## config.mk

```make
export PLATFORM = sky130hd
export DESIGN_NAME = spc_serdes_regs
export DESIGN_NICKNAME = d
export VERILOG_FILES = /design/src/hw/spc_pkg.sv /design/src/hw/spc_serdes_regs.sv
export SDC_FILE = /design/constraint.sdc
export NUM_CORES = 1
export LEC_CHECK = 0
export BUFFER_PORTS_ARGS = -buffer_cell sky130_fd_sc_hd__buf_2
export CAP_MARGIN = 20
export CELL_PAD_IN_SITES_DETAIL_PLACEMENT = 1
export CELL_PAD_IN_SITES_GLOBAL_PLACEMENT = 1
export CORE_MARGIN = 2
export CORE_UTILIZATION = 29
export DETAILED_ROUTE_END_ITERATION = 7
export PLACE_DENSITY = 0.8
export SLEW_MARGIN = 10
export SYNTH_ARGS = -nofsm -noshare
export SYNTH_HDL_FRONTEND = slang
export SYNTH_SLANG_ARGS = --single-unit
```

## constraint.sdc

```tcl
create_clock -name i_core_clk -period 1.8 [get_ports i_core_clk]
set_clock_uncertainty 0.15 [all_clocks]
set_input_delay 0.27 -clock i_core_clk [delete_from_list [all_inputs] [get_ports i_core_clk]]
set_output_delay 0.27 -clock i_core_clk [all_outputs]
set_load 0.01 [all_outputs]
```

## src/hw/spc_pkg.sv

```systemverilog
// Package: offsets, fields, resets and types of the serial port PCS registers
package spc_pkg;

    // Register indices; byte address is four times the index
    localparam logic [7:0] IDX_CTRL2 = 8'h22;
    localparam logic [7:0] IDX_CTRL3 = 8'h24;
    localparam logic [7:0] IDX_RSVD  = 8'h26;
    localparam logic [7:0] IDX_STAT1 = 8'h28;
    localparam int unsigned ADDR_SHIFT = 2;

    // Control 2 fields
    localparam int unsigned C2_RF_OFF   = 4;
    localparam int unsigned C2_STABLE   = 2;
    localparam int unsigned C2_BLOCK    = 1;
    localparam int unsigned C2_PAR_DET  = 0;
    localparam logic [15:0] C2_WMASK    = 16'h0017;
    localparam logic [15:0] C2_RESET    = 16'h0001;

    // Control 3 fields
    localparam int unsigned C3_TXCRS_OFF = 13;
    localparam int unsigned C3_DEPTH_LO  = 1;
    localparam logic [15:0] C3_WMASK     = 16'h2006;
    localparam logic [15:0] C3_RESET     = 16'h0042;
    localparam logic [15:0] C3_RSVD_ONES = 16'h0040;

    // Elastic buffer depth codes and packet limits in bytes
    localparam logic [1:0]  DEPTH_5K   = 2'h0;
    localparam logic [1:0]  DEPTH_10K  = 2'h1;
    localparam logic [13:0] LIMIT_5K   = 14'h1400;
    localparam logic [13:0] LIMIT_10K  = 14'h2800;
    localparam logic [13:0] LIMIT_13K5 = 14'h3600;

    // Stable link qualification time
    localparam int unsigned STABLE_TIME_US = 10000;
    localparam int unsigned CLK_PERIOD_NS  = 100;
    localparam int unsigned STABLE_CYCLES  = STABLE_TIME_US * 1000 / CLK_PERIOD_NS;

    // AHB encodings
    localparam logic [1:0] HTRANS_NONSEQ = 2'h2;
    localparam logic [1:0] HTRANS_SEQ    = 2'h3;

    // Latched event sources, in status bit order 15 down to 8
    typedef struct packed {
        logic tx_buffer_fault;
        logic rx_buffer_fault;
        logic bogus_carrier_seen;
        logic crc_fault;
        logic data_error;
        logic early_end;
        logic carrier_extend_fault;
        logic early_end_extend;
    } spc_events_t;

    // Resolved link parameters reported live
    typedef struct packed {
        logic       pause_rx_resolved;
        logic       pause_tx_resolved;
        logic [1:0] speed;
        logic       full_duplex;
    } spc_resolved_t;

    // Link qualification states
    typedef enum logic [1:0] {
        LINK_DOWN,
        LINK_QUALIFY,
        LINK_UP
    } spc_link_state_t;

endpackage : spc_pkg

```

## src/hw/spc_serdes_regs.sv

```systemverilog
// Serial port PCS control and status register bank with link qualification
//
// Local design decision: the AHB-Lite register port.
`timescale 1ns/1ps
`default_nettype none

module spc_serdes_regs #(
    parameter int unsigned STABLE_CYCLES = spc_pkg::STABLE_CYCLES  // Sync hold time
) (
    // Clock and reset
    input  wire logic                  i_core_clk,
    input  wire logic                  i_srst,
    // AHB-Lite slave
    input  wire logic                  hsel,
    input  wire logic [31:0]           haddr,
    input  wire logic [1:0]            htrans,
    input  wire logic                  hwrite,
    input  wire logic [2:0]            hsize,
    input  wire logic [31:0]           hwdata,
    input  wire logic                  hready,
    output logic      [31:0]           hrdata,
    output logic                       hreadyout,
    output logic                       hresp,
    // Port mode and negotiation
    input  wire logic                  i_sgmii_mode,
    input  wire logic                  i_an_enable,
    input  wire logic                  i_an_done,
    input  wire logic                  i_half_duplex,
    input  wire logic                  i_crc_check_off,
    // Receive line conditions
    input  wire logic                  i_sync_ok,
    input  wire logic                  i_rx_idle,
    input  wire logic                  i_rx_code_word,
    input  wire logic                  i_remote_fault_cond,
    // Carrier sources
    input  wire logic                  i_tx_active,
    input  wire logic                  i_rx_active,
    // Event pulses and resolved results
    input  wire spc_pkg::spc_events_t  i_events,
    input  wire spc_pkg::spc_resolved_t i_resolved,
    // Link outputs
    output logic                       o_link_up,
    output logic                       o_an_active,
    output logic                       o_remote_fault_tx,
    output logic                       o_carrier_sense,
    output logic      [1:0]            o_elastic_buffer_depth,
    output logic      [13:0]           o_elastic_limit
);

    localparam int unsigned CW = $clog2(STABLE_CYCLES + 1);  // Timer width

    // Registered control fields
    logic        remote_fault_sense_off;  // Control 2 bit 4
    logic        stable_filter_on;        // Control 2 bit 2
    logic        premature_link_block;    // Control 2 bit 1
    logic        parallel_detect_on;      // Control 2 bit 0
    logic        tx_carrier_sense_off;    // Control 3 bit 13
    logic [1:0]  elastic_buffer_depth;    // Control 3 bits 2:1

    // Latched status
    spc_pkg::spc_events_t ev_latched;     // Bits 15:8
    logic        link_toggled;            // Bit 7

    // Data phase bookkeeping
    logic        dp_write;                // Write pending in data phase
    logic [7:0]  dp_index;                // Its register index

    // Link machinery
    spc_pkg::spc_link_state_t link_state;
    logic [CW-1:0] stable_cnt;            // Sync hold counter
    logic        link_blocked;            // Code words seen with AN off
    logic        pd_an_on;                // Parallel detect decision

    // Address phase decode
    // Size is not decoded; every access is taken as a whole word
    wire         addr_phase = hsel && hready && htrans[1];
    wire         aligned    = (haddr[1:0] == 2'h0) && (haddr[31:10] == 22'h0);
    wire [7:0]   a_index    = haddr[9:2];
    wire         rd_req     = addr_phase && !hwrite && aligned;
    wire         wr_req     = addr_phase && hwrite && aligned;
    wire         rd_stat    = rd_req && (a_index == spc_pkg::IDX_STAT1);

    // Data phase write strobes
    wire         wr_ctrl2   = dp_write && (dp_index == spc_pkg::IDX_CTRL2);
    wire         wr_ctrl3   = dp_write && (dp_index == spc_pkg::IDX_CTRL3);

    // Readback images
    wire [15:0]  ctrl2_img  = {11'h000, remote_fault_sense_off, 1'b0, stable_filter_on,
                               premature_link_block, parallel_detect_on};
    // Bit 6 reads back one; the other reserved bits read zero
    wire [15:0]  ctrl3_img  = {2'h0, tx_carrier_sense_off, 6'h00, 1'b1, 3'h0,
                               elastic_buffer_depth, 1'b0};
    // Live part of status: pause, speed, duplex, link, mode
    wire [15:0]  stat_img   = {ev_latched, link_toggled, i_resolved, o_link_up,
                               i_sgmii_mode};

    // Read mux; reserved word and unmapped addresses read zero
    // Only a status read has a side effect, the clear of the latched bits
    wire [15:0]  rd_mux     = (a_index == spc_pkg::IDX_CTRL2) ? ctrl2_img :
                              (a_index == spc_pkg::IDX_CTRL3) ? ctrl3_img :
                              (a_index == spc_pkg::IDX_STAT1) ? stat_img  : 16'h0000;

    // Incoming events; checksum events ignored while detection is off
    spc_pkg::spc_events_t ev_in;
    always_comb
    begin
        ev_in           = i_events;
        ev_in.crc_fault = i_events.crc_fault && !i_crc_check_off;
    end

    // Set wins over the read clear, so no event in the read cycle is lost
    spc_pkg::spc_events_t next_ev_latched;
    always_comb
    begin
        next_ev_latched = rd_stat ? '0 : ev_latched;
        next_ev_latched = next_ev_latched | ev_in;
        if (i_crc_check_off)
        begin
            next_ev_latched.crc_fault = 1'b0;
        end
    end

    // Parallel detect decision from what the partner sends
    wire         an_eff     = parallel_detect_on ? pd_an_on : i_an_enable;
    // Blocking only matters with AN off and no parallel detect
    wire         block_arm  = premature_link_block && !an_eff && !parallel_detect_on;
    // Code words in the arming cycle already refuse, so no one-cycle link glitch
    wire         cand_ok    = an_eff ? (i_sync_ok && i_an_done)
                                     : (i_sync_ok && !link_blocked
                                        && !(block_arm && i_rx_code_word));
    wire         use_filter = stable_filter_on && !an_eff;
    // Entry edge counts as the first step of the wait, hence one short
    wire         timer_done = (stable_cnt == CW'(STABLE_CYCLES - 1));

    // Link state transitions
    spc_pkg::spc_link_state_t next_link_state;
    always_comb
    begin
        case (link_state)
            spc_pkg::LINK_DOWN:
            begin
                if (!cand_ok)
                    next_link_state = spc_pkg::LINK_DOWN;
                else if (use_filter)
                    next_link_state = spc_pkg::LINK_QUALIFY;
                else
                    next_link_state = spc_pkg::LINK_UP;
            end
            spc_pkg::LINK_QUALIFY:
            begin
                // Any dropout restarts the wait from scratch
                if (!cand_ok || !use_filter)
                    next_link_state = spc_pkg::LINK_DOWN;
                else if (timer_done)
                    next_link_state = spc_pkg::LINK_UP;
                else
                    next_link_state = spc_pkg::LINK_QUALIFY;
            end
            spc_pkg::LINK_UP:
            begin
                next_link_state = cand_ok ? spc_pkg::LINK_UP : spc_pkg::LINK_DOWN;
            end
            default:
            begin
                next_link_state = spc_pkg::LINK_DOWN;
            end
        endcase
    end

    wire         next_link  = (next_link_state == spc_pkg::LINK_UP);

    // Depth code to packet limit; upper code bit alone picks the largest
    wire [13:0]  next_limit = elastic_buffer_depth[1] ? spc_pkg::LIMIT_13K5 :
                              (elastic_buffer_depth == spc_pkg::DEPTH_10K) ?
                              spc_pkg::LIMIT_10K : spc_pkg::LIMIT_5K;

    // Carrier sense; transmit contribution dropped in half duplex when off
    wire         tx_crs     = i_tx_active && !(tx_carrier_sense_off && i_half_duplex);
    wire         next_crs   = i_rx_active || tx_crs;

    // Remote fault report in fiber mode only
    wire         next_rf    = !i_sgmii_mode && !remote_fault_sense_off
                              && i_remote_fault_cond;

    // Bus response flops; zero wait states, always OKAY
    // Read data drops to zero after its data phase so stale words never linger
    always_ff @(posedge i_core_clk)
    begin
        if (i_srst)
        begin
            hrdata    <= 32'h0000_0000;
            hreadyout <= 1'b0;
            hresp     <= 1'b0;
            dp_write  <= 1'b0;
            dp_index  <= 8'h00;
        end
        else
        begin
            hreadyout <= 1'b1;
            hresp     <= 1'b0;
            hrdata    <= rd_req ? {16'h0000, rd_mux} : 32'h0000_0000;
            dp_write  <= wr_req;
            dp_index  <= a_index;
        end
    end

    // Control 2 writes; reserved bits drop whatever software sends
    always_ff @(posedge i_core_clk)
    begin
        if (i_srst)
        begin
            remote_fault_sense_off <= spc_pkg::C2_RESET[spc_pkg::C2_RF_OFF];
            stable_filter_on       <= spc_pkg::C2_RESET[spc_pkg::C2_STABLE];
            premature_link_block   <= spc_pkg::C2_RESET[spc_pkg::C2_BLOCK];
            parallel_detect_on     <= spc_pkg::C2_RESET[spc_pkg::C2_PAR_DET];
        end
        else if (wr_ctrl2)
        begin
            remote_fault_sense_off <= hwdata[spc_pkg::C2_RF_OFF];
            stable_filter_on       <= hwdata[spc_pkg::C2_STABLE];
            premature_link_block   <= hwdata[spc_pkg::C2_BLOCK];
            parallel_detect_on     <= hwdata[spc_pkg::C2_PAR_DET];
        end
    end

    // Control 3 writes; bit 6 is fixed high in the readback only
    always_ff @(posedge i_core_clk)
    begin
        if (i_srst)
        begin
            tx_carrier_sense_off <= spc_pkg::C3_RESET[spc_pkg::C3_TXCRS_OFF];
            elastic_buffer_depth <= spc_pkg::C3_RESET[spc_pkg::C3_DEPTH_LO +: 2];
        end
        else if (wr_ctrl3)
        begin
            tx_carrier_sense_off <= hwdata[spc_pkg::C3_TXCRS_OFF];
            elastic_buffer_depth <= hwdata[spc_pkg::C3_DEPTH_LO +: 2];
        end
    end

    // Latched status bits
    always_ff @(posedge i_core_clk)
    begin
        if (i_srst)
        begin
            ev_latched   <= '0;
            link_toggled <= 1'b0;
        end
        else
        begin
            ev_latched   <= next_ev_latched;
            // Change seen in the read cycle still latches
            link_toggled <= (link_toggled && !rd_stat) || (next_link != o_link_up);
        end
    end

    // Parallel detect and premature link blocking
    always_ff @(posedge i_core_clk)
    begin
        if (i_srst)
        begin
            pd_an_on     <= 1'b1;
            link_blocked <= 1'b0;
        end
        else
        begin
            // Code words mean the partner negotiates; idles mean it does not
            // A code word wins when both arrive in one cycle
            if (i_rx_code_word)
                pd_an_on <= 1'b1;
            else if (i_rx_idle)
                pd_an_on <= 1'b0;
            // Idles release the block, code words arm it
            if (!block_arm || i_rx_idle)
                link_blocked <= 1'b0;
            else if (i_rx_code_word)
                link_blocked <= 1'b1;
        end
    end

    // Link state and hold timer
    always_ff @(posedge i_core_clk)
    begin
        if (i_srst)
        begin
            link_state <= spc_pkg::LINK_DOWN;
            stable_cnt <= '0;
        end
        else
        begin
            link_state <= next_link_state;
            stable_cnt <= (next_link_state == spc_pkg::LINK_QUALIFY &&
                           link_state == spc_pkg::LINK_QUALIFY) ?
                          CW'(stable_cnt + 1'b1) : '0;
        end
    end

    // Registered port outputs
    // Depth and limit move together, one cycle after the control write lands
    always_ff @(posedge i_core_clk)
    begin
        if (i_srst)
        begin
            o_link_up              <= 1'b0;
            o_an_active            <= 1'b0;
            o_remote_fault_tx      <= 1'b0;
            o_carrier_sense        <= 1'b0;
            o_elastic_buffer_depth <= spc_pkg::DEPTH_10K;
            o_elastic_limit        <= spc_pkg::LIMIT_10K;
        end
        else
        begin
            o_link_up              <= next_link;
            o_an_active            <= an_eff;
            o_remote_fault_tx      <= next_rf;
            o_carrier_sense        <= next_crs;
            o_elastic_buffer_depth <= elastic_buffer_depth;
            o_elastic_limit        <= next_limit;
        end
    end

endmodule : spc_serdes_regs

`default_nettype wire

```

==> results of run 1 <==
-- where the power goes --
group	switching, mW	internal (mW)
Combinational	0.118	0.121
Sequential	0.0147	1.62
Clock	0.639	0.931
-- critical path, stage by stage (launching register included) --
cell and delay [ps]:
dfxtp_2 340, nor4_4 300, nand4b_1 170, or4_4 560, nand4_1 140, o311ai_2 100
-- cell usage after synthesis (5+ instances only) --
cell type,n
a21oi_1,13
a22oi_1,5
and2_1,10
buf_4,28
dfxtp_1,72
inv_1,7
mux2i_1,8
nand2_1,9
nand3_1,9
nand4_1,5
nor2_1,46
nor2b_1,12
nor4_1,6
xnor2_1,5
xor2_1,10
-- routing by layer --
metal  vias to the layer above  global-route usage, %  wire length [um]
met5                         -                      0                 0
met4                         0                   4.63                85
met3                         9                   4.32               391
met2                        72                   29.3              4460
met1                      1207                   17.2              3410
li1                       1257                      -                 -
-- cells by family (layout without fill, tap and decap cells) --
kind of cell	Yosys count	in the layout	synth area share, %
AOI/OAI and AO/OA	27	27	6.25
xor gates and xnor gates	15	15	4.53
adders and majority gates	1	1	0.431
buffers and inverters	41	165	8.97
DFF	72	72	49.7
muxes	9	9	3.15
other	1	26	0.129
and+or+nand+nor	133	133	26.9
-- through the flow --
| stage | hold WS (ps) | util, % |
|---|---|---|
| after floorplan | 199 | - |
| after detailed placement | 291 | 37.4 |
| final | 6.08 | 42.5 |
| after CTS | 1.02 | 41.7 |
| after global placement | 285 | 37.4 |
| after global routing | 8.17 | 42.5 |
-- layout by cell type (no fill, tap or decap), types with 2 or more instances in the layout --
cell type	netlist	layout
a211o_1	2	2
a21oi_1	13	12
a21oi_2	1	2
a22oi_1	5	5
and2_1	10	10
and3_1	4	4
and4_1	4	4
buf_2	1	94
buf_4	28	30
bufinv_16	0	3
clkbuf_8	0	9
conb_1	1	26
dfxtp_1	72	67
dfxtp_2	0	4
dlygate4sd3_1	0	16
inv_1	7	7
inv_6	0	2
mux2i_1	8	8
nand2_1	9	9
nand3_1	9	9
nand3b_1	2	2
nand4_1	5	5
nor2_1	46	38
nor2_2	0	8
nor2b_1	12	12
nor3_1	4	3
nor4_1	6	5
nor4b_1	2	2
o21ai_0	2	2
or3_1	2	2
or4_1	3	2
xnor2_1	5	5
xor2_1	10	10
-- registers in the layout (all words and copies together) (netlist names) --
signal and cells:
stable_filter_on 1, pd_an_on 1, link_toggled 1, hreadyout 1, elastic_buffer_depth 2, o_carrier_sense 1, o_an_active 1, ev_latched 8
o_elastic_buffer_depth 1, o_link_up 1, link_state 2, o_remote_fault_tx 1, hrdata 16, stable_cnt 17, parallel_detect_on 1, dp_index 8
dp_write 1, o_elastic_limit 4, premature_link_block 1, tx_carrier_sense_off 1, remote_fault_sense_off 1, link_blocked 1
-- area by class of cell --
class | count | area, sq um
Clock buffer | 10 | 128
Clock inverter | 6 | 115
Fill cell | 1182 | 5590
Inverter | 8 | 30.0
Multi-Input combinational cell | 211 | 1370
Sequential cell | 72 | 1450
Tap cell | 133 | 166
Timing Repair Buffer | 141 | 876
-- worst min path at each step --
stage | start | endpoint | cells past startpoint
final | hwdata[4] | remote_fault_sense_off | 3
after global routing | haddr[2] | dp_index[0] | 2
after CTS | hwdata[4] | remote_fault_sense_off | 3
after detailed placement | ev_latched[0] | hrdata[8] | 1
after global placement | ev_latched[6] | hrdata[14] | 1
after floorplan | i_crc_check_off | ev_latched[4] | 1
-- repair_timing --
action,in CTS,in global routing
hold buffers,16,0
endpoints found under the hold margin,15,0
gates cloned,0,0
pin swaps,4,6
buffers inserted,0,1
resized for setup,4,18
endpoints found under the setup margin,17,37
==> results, run 1 <==
- The flow ran to the end, but the final reports show violations.
- The final reports fail on negative setup slack.
- The worst reg2reg path depth is 5.
- The sort of element at the start of the critical path is a flip-flop.
- The total power per unit cell area is roughly 830 nW/um^2.
- The worst slack at placement is -376 ps.
- In this run the biggest area consumer among cell types represents about half of the synthesized area.
- The number of enable flip-flop cells after synthesis is 0.
- Routability-driven placement finished with a final weighted congestion of approximately 0.77.
- The number of diodes added for antenna fixing is 0.
- Of the available clock period, the critical path in the final layout requires 105%.
- The number of failing setup endpoints in the final timing report is 3.
- The fraction of layout instances using a drive strength above 1 is 38.4%.
- The path type of the worst min-delay path is input pin to flip-flop.
- Global routing finished with a remaining overflow of 0.
- The number of clock sinks is 72.
- The first global-routing pass estimated 13.6 mm of wire.
- From synthesis to final layout, the design area changed by 42.5%.
- The clock network latency to the later pin of the worst-skew pair is roughly 350 ps.
- Measured along the x axis, the die boundary spans 104 um.
- The standard cell core area is just under 10000 sq um.
- Summed over all instances, the cell type with the most area after synthesis is dfxtp_1.
- The number of nets with antenna violations after routing is 0.
- The initial antenna violation count is 0.
- The number of I/O port buffers is between 90 and 100.
- Yosys attributes the largest share of cell area to dfxtp_1 50%, buf_4 7.2%, nor2_1 5.9%.
- In this run, synthesis produced a sequential element count of 72.
- TritonCTS built the clock tree.
- The count of H-tree levels built during CTS is 3.
- The final instance count without filler cells is about 580.
- The finished cells cover about 4100 sq um.
- The data arrival time of the worst path is 1960 ps.
- The tree is rooted in a clkbuf_8.
- The launch point of the critical path is stable_cnt[6].
- VDD sags by at most between 0.3 and 0.4 mV.
- Clock tree synthesis inserted a total of 9 buffers.
- The analysis attributes to cell leakage a power of between 1.5 and 2 nW.
- The clock transition time at the flip-flop clock pins of the worst setup and hold paths is approximately 80 ps.
- For the worst setup path, the data required time is about 1900 ps.
- The final number of hold-violating endpoints came to 0.
- In the post-route analysis, the smallest setup slack over all paths is -81.5 ps.
- Of the synthesized area, sequential elements account for 49.7%.
- The max-slew violation count is 0.
- The overall global routing resource usage is 15.7%.
- The worst setup path is of the flip-flop to flip-flop kind.
- The type of element capturing the critical path is a flip-flop.
- Averaged over all synthesized cells, the footprint is between 9 and 10 sq um.
- The number of instances in the synthesized netlist is between 200 and 300.
- The number of detailed-routing iterations run before antenna repair is 4.
- Dividing the detail-routed via count by the number of cells gives ~4.4.
- The highest attainable clock frequency is roughly 530 MHz.
- The starting density of the core is a little under 30%.
- Of all nets on the critical path, the largest fanout is 3.
- The final routed wire length divided by cell count is 14.4 um.
- For this run, design rule violations remaining after detail routing come to 0.
- The worst register-to-register path ends at link_toggled.
- The first routing iteration left 63 violations.
- The number of placed instances with taps included is approximately 550.
- The time the final worst path needs with I/O delays and setup is 1880 ps.
- For this block, the via count after detailed routing is about 2.5k.
- No sink is reached through more buffers than the 2 on the longest clock path.
- Summed over all layers, the routed wires come to 8.35 mm.
- Detailed placement finished with a half-perimeter wire length of a little over 6 mm.
- Setup repair after global routing could not meet its margin everywhere.
- In this run the count of I/O pins placed on the die edge is between 150 and 200.
- For flop-to-flop paths, the worst setup slack is -80 ps.
- The die covers about 11000 sq um.
- In the synthesized netlist the dominant register cell turns out to be dfxtp_1.
- The total power after layout is ~3.4 mW.
- The net count of the finished layout is 542.
- In this run the worst setup path terminates at link_toggled.
- The number of distinct library cells after synthesis is 50.
- The total standard cell area after synthesis is 2900 sq um.
- After routing, the total negative slack on setup checks comes to -175 ps.
- During synthesis, Yosys emitted a total of 0 warnings.
- The floorplan row count is 36.
- The largest net degree at the start of global routing is 22.
- The share of synthesized registers carrying an async set or reset is 0%.
- The number of max-cap violations is 0.
- The via count of the first global-routing pass is roughly 2.8k.
- The placed instances occupy a cell area of between 3000 and 4000 sq um.
- The worst register-to-register path begins at stable_cnt[6].
- The die span in y is ~100 um.
No activity file was read; power rests on OpenSTA's default activity.
==> run 2: changes to the inputs <==
--- a/config.mk
+++ b/config.mk
@@ -10,9 +10,10 @@
 export CELL_PAD_IN_SITES_DETAIL_PLACEMENT = 1
 export CELL_PAD_IN_SITES_GLOBAL_PLACEMENT = 1
 export CORE_MARGIN = 2
-export CORE_UTILIZATION = 29
+export CORE_UTILIZATION = 30
+export CTS_BUF_LIST = sky130_fd_sc_hd__clkbuf_8
 export DETAILED_ROUTE_END_ITERATION = 7
-export PLACE_DENSITY = 0.8
+export PLACE_DENSITY = 0.79
 export SLEW_MARGIN = 10
 export SYNTH_ARGS = -nofsm -noshare
 export SYNTH_HDL_FRONTEND = slang
==> results, run 2 (synthesis gave the netlist of run 1 again) <==
- The width of the die is 102 um (was 104 um).
- The sort of element at the start of the critical path is a flip-flop (unchanged).
- The path type of the worst min-delay path is input pin to flip-flop (unchanged).
- The number of placed instances with taps included is 542 (was 548).
- The smallest setup slack after layout is -54.2 ps (was -81.5 ps).
- The via count of the first global-routing pass is 2743 (was 2794).
- The number of detailed-routing iterations run before antenna repair is 4 (unchanged).
- The max-slew violation count is 0 (unchanged).
- The worst-case clock buffer depth is 2 (unchanged).
- The initial antenna violation count was 0 (unchanged).
- The final routed wire length divided by cell count is 14.3 um (was 14.4 um).
- The floorplan row count came to 35 (was 36).
- The time the final worst path needs with I/O delays and setup was 1850 ps (was 1880 ps).
- The number of design-rule violations left by the first detailed-router iteration is 53 (was 63).
- The count of H-tree levels built during CTS is 3 (unchanged).
- The sum of routed wire length over all layers is 8.24 mm (was 8.35 mm).
- Largest registers: stable_cnt: 17 flops, hrdata: 16 flops (unchanged).
- The cell leakage power was 1.83 nW (was 1.88 nW).
- The half-perimeter wire length after placement is 6.15 mm (was 6.06 mm).
- The total congestion overflow after global routing is 0 (unchanged).
- Most used cells in the layout excluding fill and tap cells: 94 x buf_2, 68 x dfxtp_1, 44 x nor2_1 (was 94 x buf_2, 67 x dfxtp_1, 38 x nor2_1).
- The standard cell area after detailed placement came to 3610 sq um (was 3640 sq um).
- The die span in y is 102 um (was 104 um).
- The average vias per placed instance is 4.46 (was 4.38).
- The number of max-cap violations was 0 (unchanged).
- The number of I/O port buffers is 94 (unchanged).
- The final net count is 540 (was 542).
- The type of the worst setup path is flip-flop to flip-flop (unchanged).
- The DRC violation count after routing is 0 (unchanged).
- Result of the run: complete, but fails checks (unchanged).
- Violations in the final reports: negative setup slack (unchanged).
- The largest voltage drop on the vdd net was 0.619 mV (was 0.301 mV).
- The number of nets with antenna violations after routing is 0 (unchanged).
- The number of failing setup endpoints in the final timing report is 1 (was 3).
- The highest attainable clock frequency is 539 MHz (was 531 MHz).
- The number of diodes added for antenna fixing is 0 (unchanged).
- The CTS tree is built (unchanged).
- The most common cell after layout, fill and taps aside was buf_2 (unchanged).
- The count of vias placed by the detailed router is 2566 (was 2545).
- The startpoint of the tightest hold check path was hwdata[4] (unchanged).
- The total power per unit cell area came to 779 nW/um^2 (was 833 nW/um^2).
- The synthesis-to-finish area growth came to 38.7% (was 42.5%).
- The peak fanout along the critical path is 4 (was 3).
- The data required time of the critical path was 1900 ps (was 1880 ps).
- The worst hold slack is 13.1 ps (was 6.08 ps).
- The number of flip-flops in the largest register is 17 (unchanged).
- The clock transition time at the flip-flop clock pins of the worst setup and hold paths came to 80 ps (about the same).
- The number of buffers added by the clock tree synthesis step is 9 (unchanged).
- The number of primary I/O pins is 152 (unchanged).
- The clock tree root driver cell was clkbuf_8 (unchanged).
- The final instance count without filler cells came to 575 (was 581).
- The final core area utilization is 43.2% (was 42.5%).
- The total negative setup slack came to -54.2 ps (was -175 ps).
- The number of clock sinks is 72 (unchanged).
- The register name with the most flops is stable_cnt (unchanged).
- The routability congestion estimate is 0.777 (was 0.767).
- The final cell area excluding filler cells is 4030 sq um (was 4140 sq um).
- The clock network latency to the later pin of the worst-skew pair is 350 ps (about the same).
- The fraction of layout instances using a drive strength above 1 is 36.3% (was 38.4%).
- The data arrival time of the worst path is 1960 ps (about the same).
- The first-pass GRT wire length is 12.7 mm (was 13.6 mm).
- The worst slack at placement is -334 ps (was -376 ps).
- The overall global routing resource usage was 15.9% (was 15.7%).
- Setup repair after global routing missed its margin: true (unchanged).
- The final number of hold-violating endpoints is 0 (unchanged).
- The standard cell core area is 9330 sq um (was 9730 sq um).
- The post-route clock period utilization is 103% (was 105%).
- The total power after layout is 3.14 mW (was 3.45 mW).
- The die area is 10500 sq um (was 10800 sq um).
- The launch point of the critical path is parallel_detect_on (was stable_cnt[6]).
- The largest net degree at the start of global routing was 19 (was 22).
- The starting density of the core is 31.1% (was 29.8%).
- The type of element capturing the critical path is a flip-flop (unchanged).
- The launching point of the worst reg2reg path is parallel_detect_on (was stable_cnt[6]).
==> run 2: cell types whose count changed in the layout (fill, tap and decap cells not counted), sizes merged <==
cell / delta
clkinv: +3
clkbuf: -1
bufinv: -2
buf: -1
dlygate4sd3: -1
==> run 2: metal layers <==
layer	vias to the layer above	track usage [%]	wire, um
met3	12	4.72	441
met5	-	0	0
met2	72	31.6	4620
met4	0	5.44	125
met1	1224	15.4	3050
li1	1258	-	-
==> run 2: critical path: stages (launching register included) <==
cell      delay, ps
dfxtp_4         380
mux2_4          310
a211o_1         230
a211o_1         320
o31a_1          290
o311ai_1         60
==> run 2: worst paths after layout <==
| check | end | slack (ps) | depth (start not counted) |
|---|---|---|---|
| max | link_toggled | -50 | 5 |
| max reg2reg | link_toggled | -50 | 5 |
| min reg2reg | o_remote_fault_tx | 310 | 1 |
| min | remote_fault_sense_off | 10 | 3 |
==> run 2: power breakdown <==
part	switching [mW]	internal (mW)
Clock	0.623	0.642
Sequential	0.0148	1.62
Combinational	0.115	0.120
==> run 2: what timing repair did <==
item	in CTS	in global routing
pin swaps	4	6
gates resized for setup	6	8
hold endpoints to repair	13	1
hold buffers	14	1
endpoints found under the setup margin	20	30
buffers inserted	1	1
==> run 2: cell type report <==
cell class                      instances  area (sq um)
Clock inverter                          7          72.6
Multi-Input combinational cell        211          1340
Fill cell                            1121          5300
Inverter                                8          30.0
Clock buffer                            9           124
Tap cell                              129           161
Timing Repair Buffer                  139           846
Sequential cell                        72          1450
